## config.mk

```make
export PLATFORM = sky130hd
export DESIGN_NAME = cbt_timing_cfg
export DESIGN_NICKNAME = d
export VERILOG_FILES = /design/src/rtl/cbt_pkg.sv /design/src/rtl/cbt_seg_sequencer.sv /design/src/rtl/cbt_timing_cfg.sv
export SDC_FILE = /design/constraint.sdc
export NUM_CORES = 1
export LEC_CHECK = 0
export BUFFER_PORTS_ARGS = -buffer_cell sky130_fd_sc_hd__buf_2
export CORE_MARGIN = 3
export CORE_UTILIZATION = 55
export CTS_CLUSTER_DIAMETER = 100
export DETAILED_ROUTE_END_ITERATION = 12
export GPL_TIMING_DRIVEN = 0
export PLACE_DENSITY = 0.88
export SLEW_MARGIN = 20
export SYNTH_ARGS = -nofsm -noshare
export SYNTH_HDL_FRONTEND = slang
export SYNTH_SLANG_ARGS = --single-unit
export TNS_END_PERCENT = 5
```

## constraint.sdc

```tcl
create_clock -name i_clk -period 4.8 [get_ports i_clk]
set_clock_uncertainty 0.05 [all_clocks]
set_input_delay 0.24 -clock i_clk [delete_from_list [all_inputs] [get_ports i_clk]]
set_output_delay 0.24 -clock i_clk [all_outputs]
set_load 0.1 [all_outputs]
```

## src/rtl/cbt_pkg.sv

```systemverilog
// Constants and types for the CAN bit segment timing configuration block.
// Assumes a 32-bit AXI4-Lite register bus and a single controller clock.
package cbt_pkg;
  localparam int ADDR_W = 4;
  localparam logic [ADDR_W-1:0] ADDR_CFG2 = 4'h0;
  localparam logic [ADDR_W-1:0] ADDR_PH2 = 4'h4;
  localparam logic [ADDR_W-1:0] ADDR_MODE = 4'h8;
  localparam logic [ADDR_W-1:0] ADDR_STAT = 4'hC;
  localparam logic [7:0] CFG2_RESET = 8'h00;
  localparam logic [2:0] PH2_RESET = 3'h0;
  localparam logic MODE_RESET = 1'b1;
  localparam logic [1:0] RESP_OKAY = 2'h0;
  localparam logic [1:0] RESP_SLVERR = 2'h2;
  localparam int STAT_PROP_LSB = 0;
  localparam int STAT_PH1_LSB = 4;
  localparam int STAT_PH2_LSB = 8;
  localparam int STAT_SEG_LSB = 12;
  localparam int STAT_BIT_LSB = 14;
  localparam int STAT_CFGMODE_LSB = 15;
  localparam int TQ_CLKS_DEF = 4;
  localparam int IPT_TQ_DEF = 2;
  localparam logic [3:0] SYNC_TQ = 4'h1;

  // Layout matches the eight-bit register, bit 7 down to bit 0
  typedef struct packed {
    logic phase2_length_select;
    logic triple_sample_select;
    logic [2:0] phase1_length_field;
    logic [2:0] propagation_length_field;
  } cbt_cfg2_t;

  // Segment lengths in time quanta, 1..8
  typedef struct packed {
    logic [3:0] prop;
    logic [3:0] ph1;
    logic [3:0] ph2;
  } cbt_len_t;

  typedef enum logic [1:0] {
    SEG_SYNC = 2'h0,
    SEG_PROP = 2'h1,
    SEG_PH1 = 2'h3,
    SEG_PH2 = 2'h2
  } cbt_seg_t;
endpackage : cbt_pkg

```

## src/rtl/cbt_seg_sequencer.sv

```systemverilog
// Time quantum prescaler and bit segment sequencer.
// Assumes segment lengths stay stable while i_run is high.
`timescale 1ns/100ps
`default_nettype none
module cbt_seg_sequencer #(
  parameter int TQ_CLKS = cbt_pkg::TQ_CLKS_DEF
) (
  // Clock and reset
  input wire logic i_clk,
  input wire logic i_sys_rst,
  // Control
  input wire logic i_run,
  input wire cbt_pkg::cbt_len_t i_len,
  // Timing outputs
  output logic o_tq_tick,
  output cbt_pkg::cbt_seg_t o_seg,
  output logic o_sample_point,
  output logic o_bit_start
);
  localparam int PW = $clog2(TQ_CLKS + 1);

  generate
    if (TQ_CLKS < 1) begin : g_bad
      $error("TQ_CLKS must be at least 1");
    end
  endgenerate

  logic [PW-1:0] pre_q;
  logic [3:0] quanta_q;
  cbt_pkg::cbt_seg_t seg_q;
  logic [3:0] seg_len;
  logic last_quantum;

  assign o_tq_tick = i_run && (pre_q == PW'(TQ_CLKS - 1));

  always_ff @(posedge i_clk or posedge i_sys_rst) begin
    if (i_sys_rst) begin
      pre_q <= '0;
    end else if (!i_run || o_tq_tick) begin
      pre_q <= '0;
    end else begin
      pre_q <= pre_q + PW'(1);
    end
  end

  // Bit time: sync quantum, propagation, phase 1, phase 2
  always_comb begin
    unique case (seg_q)
      cbt_pkg::SEG_SYNC: seg_len = cbt_pkg::SYNC_TQ;
      cbt_pkg::SEG_PROP: seg_len = i_len.prop;
      cbt_pkg::SEG_PH1: seg_len = i_len.ph1;
      cbt_pkg::SEG_PH2: seg_len = i_len.ph2;
    endcase
  end

  assign last_quantum = (quanta_q == seg_len - 4'h1);

  always_ff @(posedge i_clk or posedge i_sys_rst) begin
    if (i_sys_rst) begin
      seg_q <= cbt_pkg::SEG_SYNC;
      quanta_q <= 4'h0;
    end else if (!i_run) begin
      seg_q <= cbt_pkg::SEG_SYNC;
      quanta_q <= 4'h0;
    end else if (o_tq_tick) begin
      if (last_quantum) begin
        quanta_q <= 4'h0;
        unique case (seg_q)
          cbt_pkg::SEG_SYNC: seg_q <= cbt_pkg::SEG_PROP;
          cbt_pkg::SEG_PROP: seg_q <= cbt_pkg::SEG_PH1;
          cbt_pkg::SEG_PH1: seg_q <= cbt_pkg::SEG_PH2;
          cbt_pkg::SEG_PH2: seg_q <= cbt_pkg::SEG_SYNC;
        endcase
      end else begin
        quanta_q <= quanta_q + 4'h1;
      end
    end
  end

  assign o_seg = seg_q;
  // Sample point closes phase segment 1
  assign o_sample_point = o_tq_tick && (seg_q == cbt_pkg::SEG_PH1) && last_quantum;
  assign o_bit_start = o_tq_tick && (seg_q == cbt_pkg::SEG_SYNC);

  a_seg_order: assert property (@(posedge i_clk) disable iff (i_sys_rst)
    (o_sample_point && i_run) |=> (seg_q == cbt_pkg::SEG_PH2))
    else $error("Phase 2 did not follow the sample point");
  a_sync_single: assert property (@(posedge i_clk) disable iff (i_sys_rst)
    (o_tq_tick && seg_q == cbt_pkg::SEG_SYNC) |=> (seg_q == cbt_pkg::SEG_PROP || !i_run))
    else $error("Sync segment lasted more than one quantum");
endmodule : cbt_seg_sequencer
`default_nettype wire

```

## src/rtl/cbt_timing_cfg.sv

```systemverilog
// CAN bit timing configuration register block with AXI4-Lite access.
// Assumes bus pin i_can_rx is asynchronous; all else runs on i_clk.
`timescale 1ns/100ps
`default_nettype none
// Function
// - Select bit 7 set: phase 2 uses its field; clear: max of phase 1 and INFO_PROCESSING_TIME.
// - Bit 6 set: three samples before the sample point; clear: one sample.
// - Phase segment 1 lasts field bits 5..3 plus one quanta.
// - Propagation segment lasts field bits 2..0 plus one quanta.
// - Phase 2 field is ignored while the select bit is clear.
// - Phase 2 field gives field plus one quanta, 1 to 8.
module cbt_timing_cfg #(
  parameter int TQ_CLKS = cbt_pkg::TQ_CLKS_DEF,
  parameter int IPT_TQ = cbt_pkg::IPT_TQ_DEF
) (
  // Clock and reset
  input wire logic i_clk,
  input wire logic i_sys_rst,
  // AXI4-Lite write address and data
  input wire logic i_s_axi_awvalid,
  output logic o_s_axi_awready,
  input wire logic [cbt_pkg::ADDR_W-1:0] i_s_axi_awaddr,
  input wire logic i_s_axi_wvalid,
  output logic o_s_axi_wready,
  input wire logic [31:0] i_s_axi_wdata,
  input wire logic [3:0] i_s_axi_wstrb,
  // AXI4-Lite write response
  output logic o_s_axi_bvalid,
  input wire logic i_s_axi_bready,
  output logic [1:0] o_s_axi_bresp,
  // AXI4-Lite read
  input wire logic i_s_axi_arvalid,
  output logic o_s_axi_arready,
  input wire logic [cbt_pkg::ADDR_W-1:0] i_s_axi_araddr,
  output logic o_s_axi_rvalid,
  input wire logic i_s_axi_rready,
  output logic [31:0] o_s_axi_rdata,
  output logic [1:0] o_s_axi_rresp,
  // CAN line and bit timing outputs
  input wire logic i_can_rx,
  output logic o_rx_bit,
  output logic o_rx_bit_valid,
  output logic o_bit_start,
  output cbt_pkg::cbt_seg_t o_seg
);
  generate
    if (IPT_TQ < 1 || IPT_TQ > 8) begin : g_bad_ipt
      $error("IPT_TQ must lie in 1..8");
    end
  endgenerate

  localparam logic [3:0] IPT_LEN = 4'(IPT_TQ);

  cbt_pkg::cbt_cfg2_t cfg2_q;
  logic [2:0] phase2_length_field_q;
  logic cfg_mode_q;
  cbt_pkg::cbt_len_t len;
  logic [3:0] prop_len;
  logic [3:0] ph1_len;
  logic [3:0] ph2_len;

  // Segment lengths derived from the registers
  assign prop_len = {1'b0, cfg2_q.propagation_length_field} + 4'h1;
  assign ph1_len = {1'b0, cfg2_q.phase1_length_field} + 4'h1;
  always_comb begin
    if (cfg2_q.phase2_length_select) begin
      ph2_len = {1'b0, phase2_length_field_q} + 4'h1;
    end else begin
      ph2_len = (ph1_len > IPT_LEN) ? ph1_len : IPT_LEN;
    end
  end
  // One driver for the whole struct, not one per field
  assign len = {prop_len, ph1_len, ph2_len};

  // Write channel capture
  logic aw_got_q;
  logic w_got_q;
  logic [cbt_pkg::ADDR_W-1:0] awaddr_q;
  logic [7:0] wbyte_q;
  logic wlane_q;
  logic bvalid_q;
  logic [1:0] bresp_q;
  logic wr_fire;
  logic wr_ok;

  assign o_s_axi_awready = !aw_got_q && !bvalid_q;
  assign o_s_axi_wready = !w_got_q && !bvalid_q;
  assign wr_fire = aw_got_q && w_got_q && !bvalid_q;

  // Timing registers lock outside configuration mode
  always_comb begin
    unique case (awaddr_q)
      cbt_pkg::ADDR_CFG2: wr_ok = cfg_mode_q;
      cbt_pkg::ADDR_PH2: wr_ok = cfg_mode_q;
      cbt_pkg::ADDR_MODE: wr_ok = 1'b1;
      default: wr_ok = 1'b0;
    endcase
  end

  always_ff @(posedge i_clk or posedge i_sys_rst) begin
    if (i_sys_rst) begin
      aw_got_q <= 1'b0;
      awaddr_q <= '0;
    end else if (o_s_axi_awready && i_s_axi_awvalid) begin
      aw_got_q <= 1'b1;
      awaddr_q <= i_s_axi_awaddr;
    end else if (wr_fire) begin
      aw_got_q <= 1'b0;
    end
  end

  always_ff @(posedge i_clk or posedge i_sys_rst) begin
    if (i_sys_rst) begin
      w_got_q <= 1'b0;
      wbyte_q <= 8'h00;
      wlane_q <= 1'b0;
    end else if (o_s_axi_wready && i_s_axi_wvalid) begin
      w_got_q <= 1'b1;
      wbyte_q <= i_s_axi_wdata[7:0];
      wlane_q <= i_s_axi_wstrb[0];
    end else if (wr_fire) begin
      w_got_q <= 1'b0;
    end
  end

  always_ff @(posedge i_clk or posedge i_sys_rst) begin
    if (i_sys_rst) begin
      bvalid_q <= 1'b0;
      bresp_q <= cbt_pkg::RESP_OKAY;
    end else if (wr_fire) begin
      bvalid_q <= 1'b1;
      bresp_q <= wr_ok ? cbt_pkg::RESP_OKAY : cbt_pkg::RESP_SLVERR;
    end else if (i_s_axi_bready) begin
      bvalid_q <= 1'b0;
    end
  end

  assign o_s_axi_bvalid = bvalid_q;
  assign o_s_axi_bresp = bresp_q;

  // Register updates; only byte lane 0 carries data
  always_ff @(posedge i_clk or posedge i_sys_rst) begin
    if (i_sys_rst) begin
      cfg2_q <= cbt_pkg::CFG2_RESET;
      phase2_length_field_q <= cbt_pkg::PH2_RESET;
      cfg_mode_q <= cbt_pkg::MODE_RESET;
    end else if (wr_fire && wr_ok && wlane_q) begin
      unique case (awaddr_q)
        cbt_pkg::ADDR_CFG2: cfg2_q <= wbyte_q;
        cbt_pkg::ADDR_PH2: phase2_length_field_q <= wbyte_q[2:0];
        cbt_pkg::ADDR_MODE: cfg_mode_q <= wbyte_q[0];
        default: cfg_mode_q <= cfg_mode_q;
      endcase
    end
  end

  // Read channel
  logic rvalid_q;
  logic [31:0] rdata_q;
  logic [1:0] rresp_q;
  logic [31:0] stat;
  logic sample_q;

  assign stat = {16'h0000, cfg_mode_q, sample_q, o_seg, len.ph2, len.ph1, len.prop};
  assign o_s_axi_arready = !rvalid_q;

  always_ff @(posedge i_clk or posedge i_sys_rst) begin
    if (i_sys_rst) begin
      rvalid_q <= 1'b0;
      rdata_q <= 32'h0000_0000;
      rresp_q <= cbt_pkg::RESP_OKAY;
    end else if (o_s_axi_arready && i_s_axi_arvalid) begin
      rvalid_q <= 1'b1;
      rresp_q <= cbt_pkg::RESP_OKAY;
      rdata_q <= 32'h0000_0000;
      unique case (i_s_axi_araddr)
        cbt_pkg::ADDR_CFG2: begin
          if (cfg_mode_q) begin
            rdata_q <= {24'h000000, cfg2_q};
          end else begin
            rresp_q <= cbt_pkg::RESP_SLVERR;
          end
        end
        cbt_pkg::ADDR_PH2: begin
          if (cfg_mode_q) begin
            rdata_q <= {29'h00000000, phase2_length_field_q};
          end else begin
            rresp_q <= cbt_pkg::RESP_SLVERR;
          end
        end
        cbt_pkg::ADDR_MODE: rdata_q <= {31'h00000000, cfg_mode_q};
        cbt_pkg::ADDR_STAT: rdata_q <= stat;
        default: rresp_q <= cbt_pkg::RESP_SLVERR;
      endcase
    end else if (i_s_axi_rready) begin
      rvalid_q <= 1'b0;
    end
  end

  assign o_s_axi_rvalid = rvalid_q;
  assign o_s_axi_rdata = rdata_q;
  assign o_s_axi_rresp = rresp_q;

  // Bit timing engine runs only outside configuration mode
  logic tq_tick;
  logic sample_point;

  cbt_seg_sequencer #(
    .TQ_CLKS(TQ_CLKS)
  ) u_seq (
    .i_clk(i_clk),
    .i_sys_rst(i_sys_rst),
    .i_run(!cfg_mode_q),
    .i_len(len),
    .o_tq_tick(tq_tick),
    .o_seg(o_seg),
    .o_sample_point(sample_point),
    .o_bit_start(o_bit_start)
  );

  // Line sampling
  logic rx_meta_q;
  logic rx_sync_q;
  logic [2:0] hist_q;
  logic vote;
  logic bit_valid_q;

  always_ff @(posedge i_clk or posedge i_sys_rst) begin
    if (i_sys_rst) begin
      rx_meta_q <= 1'b1;
      rx_sync_q <= 1'b1;
    end else begin
      rx_meta_q <= i_can_rx;
      rx_sync_q <= rx_meta_q;
    end
  end

  // History holds the three quanta just before the sample point
  always_ff @(posedge i_clk or posedge i_sys_rst) begin
    if (i_sys_rst) begin
      hist_q <= 3'h7;
    end else if (tq_tick) begin
      hist_q <= {hist_q[1:0], rx_sync_q};
    end
  end

  assign vote = (hist_q[0] & hist_q[1]) | (hist_q[0] & hist_q[2]) | (hist_q[1] & hist_q[2]);

  always_ff @(posedge i_clk or posedge i_sys_rst) begin
    if (i_sys_rst) begin
      sample_q <= 1'b1;
      bit_valid_q <= 1'b0;
    end else begin
      bit_valid_q <= sample_point;
      if (sample_point) begin
        sample_q <= cfg2_q.triple_sample_select ? vote : rx_sync_q;
      end
    end
  end

  assign o_rx_bit = sample_q;
  assign o_rx_bit_valid = bit_valid_q;

  a_ph2_field: assert property (@(posedge i_clk) disable iff (i_sys_rst)
    cfg2_q.phase2_length_select |-> (len.ph2 == 4'(phase2_length_field_q) + 4'h1))
    else $error("Phase 2 length does not follow its field");
  a_ph2_derived: assert property (@(posedge i_clk) disable iff (i_sys_rst)
    !cfg2_q.phase2_length_select |-> (len.ph2 >= len.ph1 && len.ph2 >= IPT_LEN
    && (len.ph2 == len.ph1 || len.ph2 == IPT_LEN)))
    else $error("Derived phase 2 length is not the maximum");
  a_ph2_ignored: assert property (@(posedge i_clk) disable iff (i_sys_rst)
    (!cfg2_q.phase2_length_select && $changed(phase2_length_field_q)
    && $stable(cfg2_q)) |-> $stable(len.ph2))
    else $error("Phase 2 field acted while deselected");
  a_ph1_len: assert property (@(posedge i_clk) disable iff (i_sys_rst)
    len.ph1 == 4'(cfg2_q.phase1_length_field) + 4'h1)
    else $error("Phase 1 length wrong");
  a_prop_len: assert property (@(posedge i_clk) disable iff (i_sys_rst)
    len.prop == 4'(cfg2_q.propagation_length_field) + 4'h1)
    else $error("Propagation length wrong");
  a_single_sample: assert property (@(posedge i_clk) disable iff (i_sys_rst)
    (sample_point && !cfg2_q.triple_sample_select) |=> (o_rx_bit == $past(rx_sync_q)
    && o_rx_bit_valid))
    else $error("Single sample mismatch");
  a_triple_vote: assert property (@(posedge i_clk) disable iff (i_sys_rst)
    (sample_point && cfg2_q.triple_sample_select && hist_q == 3'h0) |=> !o_rx_bit)
    else $error("Triple sample vote wrong");
  a_cfg_locked: assert property (@(posedge i_clk) disable iff (i_sys_rst)
    (wr_fire && !cfg_mode_q && awaddr_q == cbt_pkg::ADDR_CFG2)
    |=> ($stable(cfg2_q) && o_s_axi_bvalid && o_s_axi_bresp == cbt_pkg::RESP_SLVERR))
    else $error("Locked timing register was written");
  a_read_answer: assert property (@(posedge i_clk) disable iff (i_sys_rst)
    (i_s_axi_arvalid && o_s_axi_arready) |=> o_s_axi_rvalid)
    else $error("Read answer late");

  c_triple: cover property (@(posedge i_clk) disable iff (i_sys_rst)
    sample_point && cfg2_q.triple_sample_select);
  c_ph2_prog: cover property (@(posedge i_clk) disable iff (i_sys_rst)
    sample_point && cfg2_q.phase2_length_select);
  c_refused: cover property (@(posedge i_clk) disable iff (i_sys_rst)
    wr_fire && !wr_ok);
  c_read_stat: cover property (@(posedge i_clk) disable iff (i_sys_rst)
    i_s_axi_arvalid && o_s_axi_arready && i_s_axi_araddr == cbt_pkg::ADDR_STAT);
endmodule : cbt_timing_cfg
`default_nettype wire

```

==> results of run 1 <==
## logic make-up (layout without fill, tap and decap cells)
kind of cell / Yosys count / after routing / share of synthesized area [%]
AO/OA/AOI/OAI: 57 / 57 / 12.3
AND/OR/NAND/NOR: 80 / 80 / 13.0
adder cells (fa/ha/maj): 9 / 9 / 3.42
multiplexers: 35 / 35 / 12.4
buffers and inverters: 42 / 113 / 7.11
flip-flops: 63 / 63 / 49.3
XOR/XNOR: 8 / 8 / 2.41
other: 1 / 18 / 0.117
## worst max-delay path, cell delays in order, from the launching register on
cell and delay, ns:
dfrtp_1 0.46, ha_1 0.28, xor2_1 0.38, o311ai_1 0.19, and2_1 0.21, ha_1 0.22
xnor2_1 0.22, xnor2_1 0.17, nand2_1 0.18, a211oi_4 0.22, mux2_1 0.34
## flip-flops by register name, summed over array words and instances (netlist names), 2 cells and up
register	count
u_seq.pre_q	3
cfg2_q	8
o_s_axi_rdata	16
u_seq.o_seg	2
hist_q	3
wbyte_q	8
phase2_length_field_q	3
awaddr_q	4
u_seq.quanta_q	4
## placed cells by master, fill, tap and decap left out, types with 6 or more instances in the layout
master / Yosys / layout
conb_1: 1 / 18
clkbuf_1: 9 / 11
o21ai_0: 18 / 18
a22oi_1: 7 / 7
ha_1: 8 / 8
dfrtp_1: 56 / 56
dfstp_2: 7 / 7
nor2_1: 11 / 11
inv_1: 12 / 11
clkbuf_8: 0 / 10
nand2_1: 31 / 31
a21oi_1: 8 / 8
buf_4: 18 / 18
mux2_2: 28 / 28
nand3_1: 6 / 6
buf_2: 3 / 54
## what timing repair did
action / CTS / global route
hold endpoints to repair: 26 / 0
hold buffers: 3 / 0
gates resized for setup: 0 / 0
## layer usage
metal	vias up	wire length [um]	part of all wire, %
met5	-	0	0
met4	0	128	2.0
met3	14	556	8.6
met2	90	3110	48
met1	1122	2690	41
li1	1166	-	-
## power by group through the flow
stage          registers (uW)  clock network, uW  logic [uW]
2_1_floorplan             952                  0         570
3_3_place_gp              801                  0         847
3_5_place_dp              811                  0         872
4_1_cts                   802                467         878
5_1_grt                   823                491         944
6_report                  804                451         874
## layout make-up
type	count	area, sq um	area share (%)
sequential	63	1590	40.9
timing repair buffer	55	305	7.88
tap	72	90.1	2.33
clock inverter	4	47.5	1.23
inverter	12	47.5	1.23
multi-input combinational	207	1470	37.9
clock buffer	12	145	3.75
buffer	30	184	4.75
## through the flow
stage	total power [uW]	cell area [sq um]	std cells	util [%]	setup WS (ns)
3_3_place_gp	1650	3630	435	65.1	1.97
4_1_cts	2150	3870	455	69.5	1.83
3_5_place_dp	1680	3650	436	65.5	1.86
5_1_grt	2260	3870	455	69.5	1.67
2_1_floorplan	1520	3280	312	-	0.508
6_report	2130	3870	455	69.5	1.81
## worst max path at each step
| stage | start | to | slack [ns] | cells after the start |
|---|---|---|---|---|
| floorplan | u_seq.o_seg[1] | o_bit_start | 0.51 | 2 |
| CTS | cfg2_q[3] | o_rx_bit | 1.83 | 10 |
| finish | cfg2_q[3] | o_rx_bit | 1.81 | 10 |
| global placement | cfg2_q[3] | o_rx_bit | 1.97 | 10 |
| global route | cfg2_q[3] | o_rx_bit | 1.67 | 10 |
| detailed placement | cfg2_q[3] | o_rx_bit | 1.86 | 10 |
==> qor.yml, run 1 <==
placement:
  routabilityCongestion: 0.892
  dpl.hpwl_um: 4920
  portBuffers: 51
clock_tree:
  cts_max_level: 3
  postCtsSetupBuffers: 0
  cts.sinks: 63
  cts_tree: "done"
  clock-root-buffer: "clkbuf_8"
  cts_buffers: 9
  clockBufferDepth: 2
  path_clk_slew_ns: 0.06
  clock_latency_ns: 0.35
synth:
  synth_edf_count: 0
  synth_top_cell_area_share_pct: 43.5
  yosysTopAreaCell: "dfrtp_1"
  syn_inst: 295
  ys_top_cells_by_area: "dfrtp_1 (44%), mux2_2 (9.8%), dfstp_2 (5.7%)"
  yosysSeqAreaShare_pct: 49.3
  ys.flop_type: "dfrtp_1"
  synthesis.area_sq_mm: 0.00322
  synthDistinctLibCells: 56
  syn_avg_cell_area_sq_um: 10.9
  ys_top_cells_by_count: "dfrtp_1 (56), nand2_1 (31), mux2_2 (28)"
  yosysMostFrequentCell: "dfrtp_1"
  synthArstFlopShare_pct: 100
  yosysWarnings: 0
  ys_seq_elements: 63
critical_path:
  worstSetupPathType: "reg2reg"
  r2r_slack_ns: 1.81
  crit-reg2reg-capture: "o_rx_bit"
  worstPathArrival_ns: 3.21
  worstRegToRegCells: 10
  worst-path-max-fanout: 7
  required_ns: 5.02
  cp-start-kind: "flop"
  r2r_start: "cfg2_q[3]"
  critPathCaptureType: "flop"
sta:
  tightestPinTransition_ns: 0.626
  finalHoldViolCount: 0
  fin_crit_ns: 2.99
  holdWs_ns: 0.0282
  slew_headroom_pct: 58.3
  fin_crit_sh_pct: 62.3
  max_freq_mhz: 335
  grt_setup_unrepaired: "no"
  slew_violations: 0
  final-setup-viol-count: 0
  setup_tns_ns: 0
floorplan:
  fp.dieW_um: 82.5
  start_util_pct: 57.7
  die_h_um: 82.5
  rows: 27
  coreArea_sq_mm: 0.00557
  io_pins: 98
  die-area_sq_mm: 0.00680
drt:
  via_count: 2392
  wl_um: 6480
  firstDrtPassIters: 4
  postRouteAntennaNets: 0
  drc: 0
  routed_via_density: 5.26
  drt_iter0_drc: 137
  post_drt_wl_per_cell_um: 14.3
grt:
  grt_pass1_wl_um: 10700
  gr-total-overflow: 0
  gr-usage-met1_pct: 25.6
  grt.busiest_layer: "met2"
  grt_use_met2_pct: 34.8
  use_met3_pct: 9.11
  antenna_found_initial: 0
  track_usage_pct: 21.6
  grt_pass1_vias: 2330
  grt_start_max_net_pins: 40
power:
  switching_power_uw: 920
  pwr-share-comb_pct: 41.0
  p_clk_share_pct: 21.2
  intPower_uw: 1210
  p_seq_share_pct: 37.8
  p_sw_share_pct: 43.2
  vdd_ir_drop_max_mv: 0.606
  p_leak_uw: 0.00187
  power.density_mw_per_mm2: 550
run_status:
  outcome: "completed"
final_layout:
  fillers: 450
  drive_gt1_share_pct: 34.7
  nets: 438
  area_delta_synth_final_pct: 20.3
  antenna_cells: 0
min_path:
  min_path_cells: 2
  hold_path_class: "in2reg"
  min_to: "o_s_axi_rvalid"
  hp-start: "i_s_axi_rready"
flow_run:
  cap_violations: 0
Note: power is estimated with default switching activity, not from simulation.
==> run 2: changes to the inputs <==
--- a/config.mk
+++ b/config.mk
@@ -5,13 +5,14 @@
 export SDC_FILE = /design/constraint.sdc
 export NUM_CORES = 1
 export LEC_CHECK = 0
+export ABC_AREA = 1
 export BUFFER_PORTS_ARGS = -buffer_cell sky130_fd_sc_hd__buf_2
 export CORE_MARGIN = 3
-export CORE_UTILIZATION = 55
+export CORE_UTILIZATION = 46
 export CTS_CLUSTER_DIAMETER = 100
 export DETAILED_ROUTE_END_ITERATION = 12
 export GPL_TIMING_DRIVEN = 0
-export PLACE_DENSITY = 0.88
+export PLACE_DENSITY = 0.79
 export SLEW_MARGIN = 20
 export SYNTH_ARGS = -nofsm -noshare
 export SYNTH_HDL_FRONTEND = slang
==> constraint.sdc (replaced) <==
create_clock -name i_clk -period 2.4 [get_ports i_clk]
set_clock_uncertainty 0.05 [all_clocks]
set_input_delay 0.12 -clock i_clk [delete_from_list [all_inputs] [get_ports i_clk]]
set_output_delay 0.12 -clock i_clk [all_outputs]
set_load 0.1 [all_outputs]
==> qor.yml, run 2 <==
run_status:
  outcome: "finished, violations left"
  violations: "setup timing"
critical_path:
  worstSetupPathType: "reg2reg"
  endpoint: "u_seq.quanta_q[0]"
  critPathCaptureType: "flop"
  worstPathArrival_ns: 2.66  # -0.55 ns
  crit-reg2reg-capture: "u_seq.quanta_q[0]"
  cp-start-kind: "flop"
  r2r_start: "cfg2_q[4]"
  required_ns: 2.58  # -2.44 ns
  crit_path_start: "cfg2_q[4]"
  worstRegToRegCells: 18  # +8
  r2r_slack_ns: -0.08  # -1.89 ns
  worst-path-max-fanout: 4  # -3
clock_tree:
  cts_max_level: 3  # unchanged
  clockBufferDepth: 2  # unchanged
  path_clk_slew_ns: 0.08  # +0.02 ns
  cts_buffers: 9  # unchanged
  cts.sinks: 63  # unchanged
  clock-root-buffer: "clkbuf_8"
  cts_tree: "done"
  clock_latency_ns: 0.35  # about the same
final_layout:
  drive_gt1_share_pct: 31.1  # -3.6 points
  largest_reg_flops: 16  # unchanged
  antenna_cells: 0  # unchanged
  postLayoutCoreUtil_pct: 65.0  # -4.5 points
  fillers: 578  # +28%
  area_delta_synth_final_pct: 32.5
  final_cells: 572  # +26%
  final_common_cell: "nand2_1"
  most-common-layout-cells: "nand2_1 (92), dfrtp_1 (55), buf_2 (53)"
  nets: 550  # +26%
drt:
  wl_um: 7670  # +18%
  drt_iter0_drc: 228  # +66%
  drc: 0  # unchanged
  post_drt_wl_per_cell_um: 13.4  # -5.9%
  firstDrtPassIters: 4  # unchanged
  routed_via_density: 4.96  # -5.7%
  via_count: 2835  # +19%
  postRouteAntennaNets: 0  # unchanged
power:
  p_clk_share_pct: 22.3  # +1.1 points
  p_sw_share_pct: 45.7  # +2.5 points
  switching_power_uw: 2190  # +140%
  power.density_mw_per_mm2: 1130  # +110%
  vdd_ir_drop_max_mv: 1.46  # +140%
  pwr-share-comb_pct: 44.7  # +3.7 points
  intPower_uw: 2600  # +110%
  p_leak_uw: 0.00223  # +19%
  p_seq_share_pct: 33.0  # -4.8 points
  power_uw: 4790  # +120%
synth:
  ys_top_cells_by_area: "dfrtp_1 (44%), nand2_1 (11%), dfstp_2 (5.7%)"
  syn_avg_cell_area_sq_um: 8.47  # -22%
  ys_seq_elements: 63  # unchanged
  syn_inst: 378  # +28%
  ys.flop_type: "dfrtp_1"
  ys_top_cells_by_count: "nand2_1 (98), dfrtp_1 (56), inv_1 (43)"
  synthArstFlopShare_pct: 100  # unchanged
  yosysMostFrequentCell: "nand2_1"
  yosysTopAreaCell: "dfrtp_1"
  synthesis.area_sq_mm: 0.00320  # -0.47%
  synth_top_cell_area_share_pct: 43.8  # +0.20 points
  synth_edf_count: 0  # unchanged
  synthDistinctLibCells: 37  # -34%
  yosysWarnings: 0  # unchanged
  yosysSeqAreaShare_pct: 49.5  # +0.23 points
placement:
  portBuffers: 52  # +2.0%
  routabilityCongestion: 0.872  # -2.3%
  dpl.hpwl_um: 5200  # +5.7%
  dp_cells: 525  # +20%
  post-place-ws_ns: -0.401  # -2.26 ns
sta:
  tightestPinTransition_ns: 0.510  # -0.116 ns
  slew_headroom_pct: 65.9  # +7.6 points
  grt_setup_unrepaired: "yes"
  holdWs_ns: 0.0555  # +0.0273 ns
  fin_crit_ns: 2.48  # -0.512 ns
  fin_crit_sh_pct: 103  # +41 points
  finalHoldViolCount: 0  # unchanged
  final-setup-viol-count: 5  # +5
  setup_ws_ns: -0.0764  # -1.89 ns
  max_freq_mhz: 404  # +21%
  slew_violations: 0  # unchanged
min_path:
  hold_path_class: "in2reg"
grt:
  track_usage_pct: 20.9  # -0.68 points
  gr-total-overflow: 0  # unchanged
  grt_start_max_net_pins: 43  # +7.5%
  antenna_found_initial: 0  # unchanged
  grt_pass1_wl_um: 12700  # +19%
  grt_pass1_vias: 2874  # +23%
floorplan:
  io_pins: 98  # unchanged
  coreArea_sq_mm: 0.00653  # +17%
  start_util_pct: 49.0  # -8.7 points
  rows: 29  # +7.4%
  die-area_sq_mm: 0.00800  # +18%
  die_h_um: 89.4  # +8.4%
  fp.dieW_um: 89.4  # +8.4%
flow_run:
  cap_violations: 0  # unchanged
[run 2: cell types whose count changed in the layout (fill, tap and decap cells not counted), sizes merged, moves of 9 or more]
cell and delta:
buf +15, dlygate4sd3 +14, a21oi +9, inv +35
mux2 -25, nand3 +19, nor2 +21, nand2 +71
[run 2: layout make-up]
type	count	area, sq um	share of cell area, %
clock inverters	6	92.6	2.18
flip-flops and latches	63	1590	37.4
inverters	47	179	4.21
well taps	77	96.3	2.27
repair buffers	84	556	13.1
plain buffers	24	183	4.30
multi-input cells	261	1420	33.3
clock buffers	10	138	3.24
[run 2: how the worst min path moves through the flow]
stage	start	endpoint	slack (ns)	cells after the start
final	i_s_axi_araddr[3]	o_s_axi_rresp[1]	0.06	4
after detailed placement	i_sys_rst	o_s_axi_rdata[4]	0.04	2
after CTS	i_s_axi_araddr[3]	o_s_axi_rresp[1]	0.04	4
after global placement	i_can_rx	rx_meta_q	0.17	1
after floorplan	i_can_rx	rx_meta_q	0.07	0
after global routing	i_s_axi_araddr[3]	o_s_axi_rresp[1]	0.08	4
[run 2: stage by stage]
stage	setup TNS [ns]	instance area (sq um)
CTS	-0.0436	4200
floorplan	-6.51	3280
finish	-0.261	4250
detailed placement	-2.28	3660
global route	-1.30	4250
global placement	-3.66	3630
[run 2: layer usage]
| layer | up-vias | routed length, um | share of wire (%) | global-route usage (%) |
|---|---|---|---|---|
| li1 | 1404 | - | - | - |
| met4 | 0 | 265 | 3.5 | 11.1 |
| met2 | 96 | 3780 | 49 | 35.4 |
| met3 | 30 | 408 | 5.3 | 4.61 |
| met1 | 1305 | 3210 | 42 | 24.6 |
| met5 | - | 0 | 0 | 0 |
[run 2: critical path, cell delays in order, from the launching register on]
cell and delay, ns:
dfrtp_1 0.43, inv_2 0.11, ha_4 0.21, inv_2 0.05, nand2_1 0.05, nand3_1 0.06
nand2_1 0.07, nand2_2 0.07, nand3_2 0.08, nand2_2 0.09, inv_2 0.05, ha_4 0.25
xor2_1 0.16, nand3_2 0.12, nor2_4 0.16, nand2_4 0.08, buf_4 0.15, nand2_1 0.05
a21oi_1 0.06
[run 2: what timing repair did]
action | 4_1_cts | 5_1_grt
endpoints found under the setup margin | 8 | 8
pin swaps | 9 | 4
endpoints found under the hold margin | 69 | 0
cloned | 0 | 0
buffers inserted | 11 | 3
resized for setup | 15 | 10
hold buffers | 17 | 0
[run 2: cells by family (layout without fill, tap and decap cells)]
family,Yosys count,in the layout,synth area share [%]
multiplexers,7,7,2.34
adder cells (fa/ha/maj),8,8,3.13
buffers and inverters,71,171,11.2
AND/OR/NAND/NOR,168,168,21.9
other,1,18,0.117
flip-flops,63,63,49.5
AO/OA/AOI/OAI,55,55,10.4
XOR/XNOR,5,5,1.37
[run 2: power by group through the flow]
stage	Sequential (uW)	Combinational, uW	Clock, uW
floorplan	1920	1170	0
global placement	1580	1780	0
detailed placement	1590	1840	0
CTS	1580	2020	1080
global route	1620	2330	1130
finish	1580	2140	1070
==> run 3: changes to the inputs <==
--- a/config.mk
+++ b/config.mk
@@ -12,7 +12,7 @@
 export CTS_CLUSTER_DIAMETER = 100
 export DETAILED_ROUTE_END_ITERATION = 12
 export GPL_TIMING_DRIVEN = 0
-export PLACE_DENSITY = 0.79
+export PLACE_DENSITY = 0.76
 export SLEW_MARGIN = 20
 export SYNTH_ARGS = -nofsm -noshare
 export SYNTH_HDL_FRONTEND = slang
==> qor.yml, run 3 (synthesis results as in run 2) <==
power:
  p_clk_share_pct: 21.3  # -1.0 points
  pwr-share-comb_pct: 44.7  # about the same
  intPower_uw: 2540  # -2.2%
  p_seq_share_pct: 34.0  # +1.0 points
  switching_power_uw: 2100  # -4.0%
  vdd_ir_drop_max_mv: 0.858  # -41%
  power.density_mw_per_mm2: 1100  # -2.5%
  p_sw_share_pct: 45.2  # -0.47 points
  p_leak_uw: 0.00221  # -0.92%
final_layout:
  largest_reg_flops: 16  # unchanged
  drive_gt1_share_pct: 30.7  # -0.40 points
  area_delta_synth_final_pct: 31.8
  antenna_cells: 0  # unchanged
  final_common_cell: "nand2_1"
  finalInstanceArea_sq_mm: 0.00422  # -0.56%
  nets: 550  # unchanged
  most-common-layout-cells: "nand2_1 (94), dfrtp_1 (55), buf_2 (53)"
grt:
  grt_pass1_wl_um: 12100  # -4.7%
  antenna_found_initial: 0  # unchanged
  track_usage_pct: 19.7  # -1.1 points
  gr-total-overflow: 0  # unchanged
  grt_start_max_net_pins: 40  # -7.0%
  grt_pass1_vias: 2792  # -2.9%
min_path:
  hold_path_class: "in2reg"
run_status:
  violations: "setup timing"
  outcome: "finished, violations left"
drt:
  firstDrtPassIters: 4  # unchanged
  drt_iter0_drc: 150  # -34%
  post_drt_wl_per_cell_um: 12.8  # -4.6%
  routed_via_density: 4.85  # -2.1%
  via_count: 2776  # -2.1%
  wl_um: 7320  # -4.6%
  drc: 0  # unchanged
  postRouteAntennaNets: 0  # unchanged
floorplan:
  die_h_um: 89.4  # unchanged
  die-area_sq_mm: 0.00800  # unchanged
  rows: 29  # unchanged
  coreArea_sq_mm: 0.00653  # unchanged
  fp.dieW_um: 89.4  # unchanged
  io_pins: 98  # unchanged
  start_util_pct: 49.0  # unchanged
clock_tree:
  cts.sinks: 63  # unchanged
  cts_buffers: 9  # unchanged
  clockBufferDepth: 2  # unchanged
  path_clk_slew_ns: 0.07  # about the same
  cts_max_level: 3  # unchanged
  cts_tree: "done"
  clock-root-buffer: "clkbuf_8"
  clock_latency_ns: 0.34  # about the same
critical_path:
  worstSetupPathType: "reg2reg"
  crit_slowest_cell: "dfrtp_2"
  cp_common_cell: "nand2_2"
  max_stage_delay_ns: 0.44  # about the same
  required_ns: 2.58  # about the same
  path_cells: "ha_2, inv_1, nand2_2, nand3_1, nand2_1, nand2_2, nand3_2, nand2_2, inv_2, ha_4, xor2_2, inv_1, nand2_1, nand3_2, nor2_4, nand2_2, nand2_2, nand2_2, nand2_1, nand2_1"
  critPathBufInv: 3  # -1
  cp_top_family: "simple AND/OR/NAND/NOR gates"
  worst-path-max-fanout: 4  # unchanged
  cp-start-kind: "flop"
  worstPathArrival_ns: 2.68  # +0.02 ns
  critPathCaptureType: "flop"
sta:
  finalHoldViolCount: 0  # unchanged
  setup_ws_ns: -0.102  # -0.0256 ns
  grt_setup_unrepaired: "yes"
  max_freq_mhz: 400  # -1.0%
  final-setup-viol-count: 6  # +1
  fin_crit_sh_pct: 104  # +1.1 points
  slew_violations: 0  # unchanged
  setup_tns_ns: -0.368  # -0.106 ns
  fin_crit_ns: 2.50  # +0.0256 ns
flow_run:
  cap_violations: 0  # unchanged
placement:
  routabilityCongestion: 0.858  # -1.5%
  dpl.hpwl_um: 5240  # +0.74%
  dpl-instance-area_sq_mm: 0.00366  # unchanged
  portBuffers: 52  # unchanged
-- run 3: layer usage --
| layer | track usage [%] | vias up | part of all wire [%] |
|---|---|---|---|
| met1 | 23.9 | 1269 | 44 |
| met2 | 33.6 | 89 | 49 |
| li1 | - | 1402 | - |
| met5 | 0 | - | 0 |
| met3 | 4.98 | 16 | 5.5 |
| met4 | 7.85 | 0 | 1.7 |
-- run 3: path summary, 6_finish.rpt --
kind / startpoint / end / slack (ns) / cells past startpoint
min in group asynchronous: i_sys_rst / u_seq.pre_q[2] / 0.25 / 3
setup / recovery: cfg2_q[3] / u_seq.o_seg[1] / -0.10 / 20
max in group asynchronous: i_sys_rst / hist_q[2] / 1.49 / 4
hold / removal: i_s_axi_araddr[3] / o_s_axi_rresp[1] / 0.08 / 4
setup reg to reg: cfg2_q[3] / u_seq.o_seg[1] / -0.10 / 20
hold reg to reg: rx_meta_q / rx_sync_q / 0.31 / 0
-- run 3: worst min-delay path, delay by kind of cell --
family	cells	cell delay, ns
buf+inv	2	0.18
compound gates	1	0.06
simple gates	1	0.06
-- run 3: per-stage QoR --
stage	power (uW)	std cells	worst slack, ns	utilization [%]	hold WS [ns]
floorplan	3090	395	-0.423	-	0.0745
global placement	3370	524	-0.333	55.6	0.174
detailed placement	3430	525	-0.392	56.0	0.0633
CTS	4570	570	0.00354	64.1	0.0679
global route	4940	572	-0.232	64.6	0.110
finish	4640	572	-0.102	64.6	0.0762
-- run 3: area by class of cell --
cell class                 count  area (sq um)
timing repair buffer          84           559
clock inverter                 6          85.1
inverter                      47           179
fill                         574          2310
multi-input combinational    261          1410
tap                           77          96.3
sequential                    63          1590
clock buffer                  10           128
buffer                        24           183
-- run 3: power groups by stage --
stage                     logic [uW]  registers, uW  clock network, uW
after floorplan                 1170           1920                  0
after global placement          1790           1580                  0
after detailed placement        1840           1590                  0
after CTS                       1990           1580               1010
after global routing            2260           1610               1070
final                           2080           1580                988
-- run 3: what timing repair did --
item | CTS | global route
buffers inserted | 12 | 2
endpoints found under the hold margin | 40 | 0
setup endpoints to repair | 8 | 8
gates resized for setup | 16 | 6
hold buffers | 17 | 0
pin swaps | 6 | 7
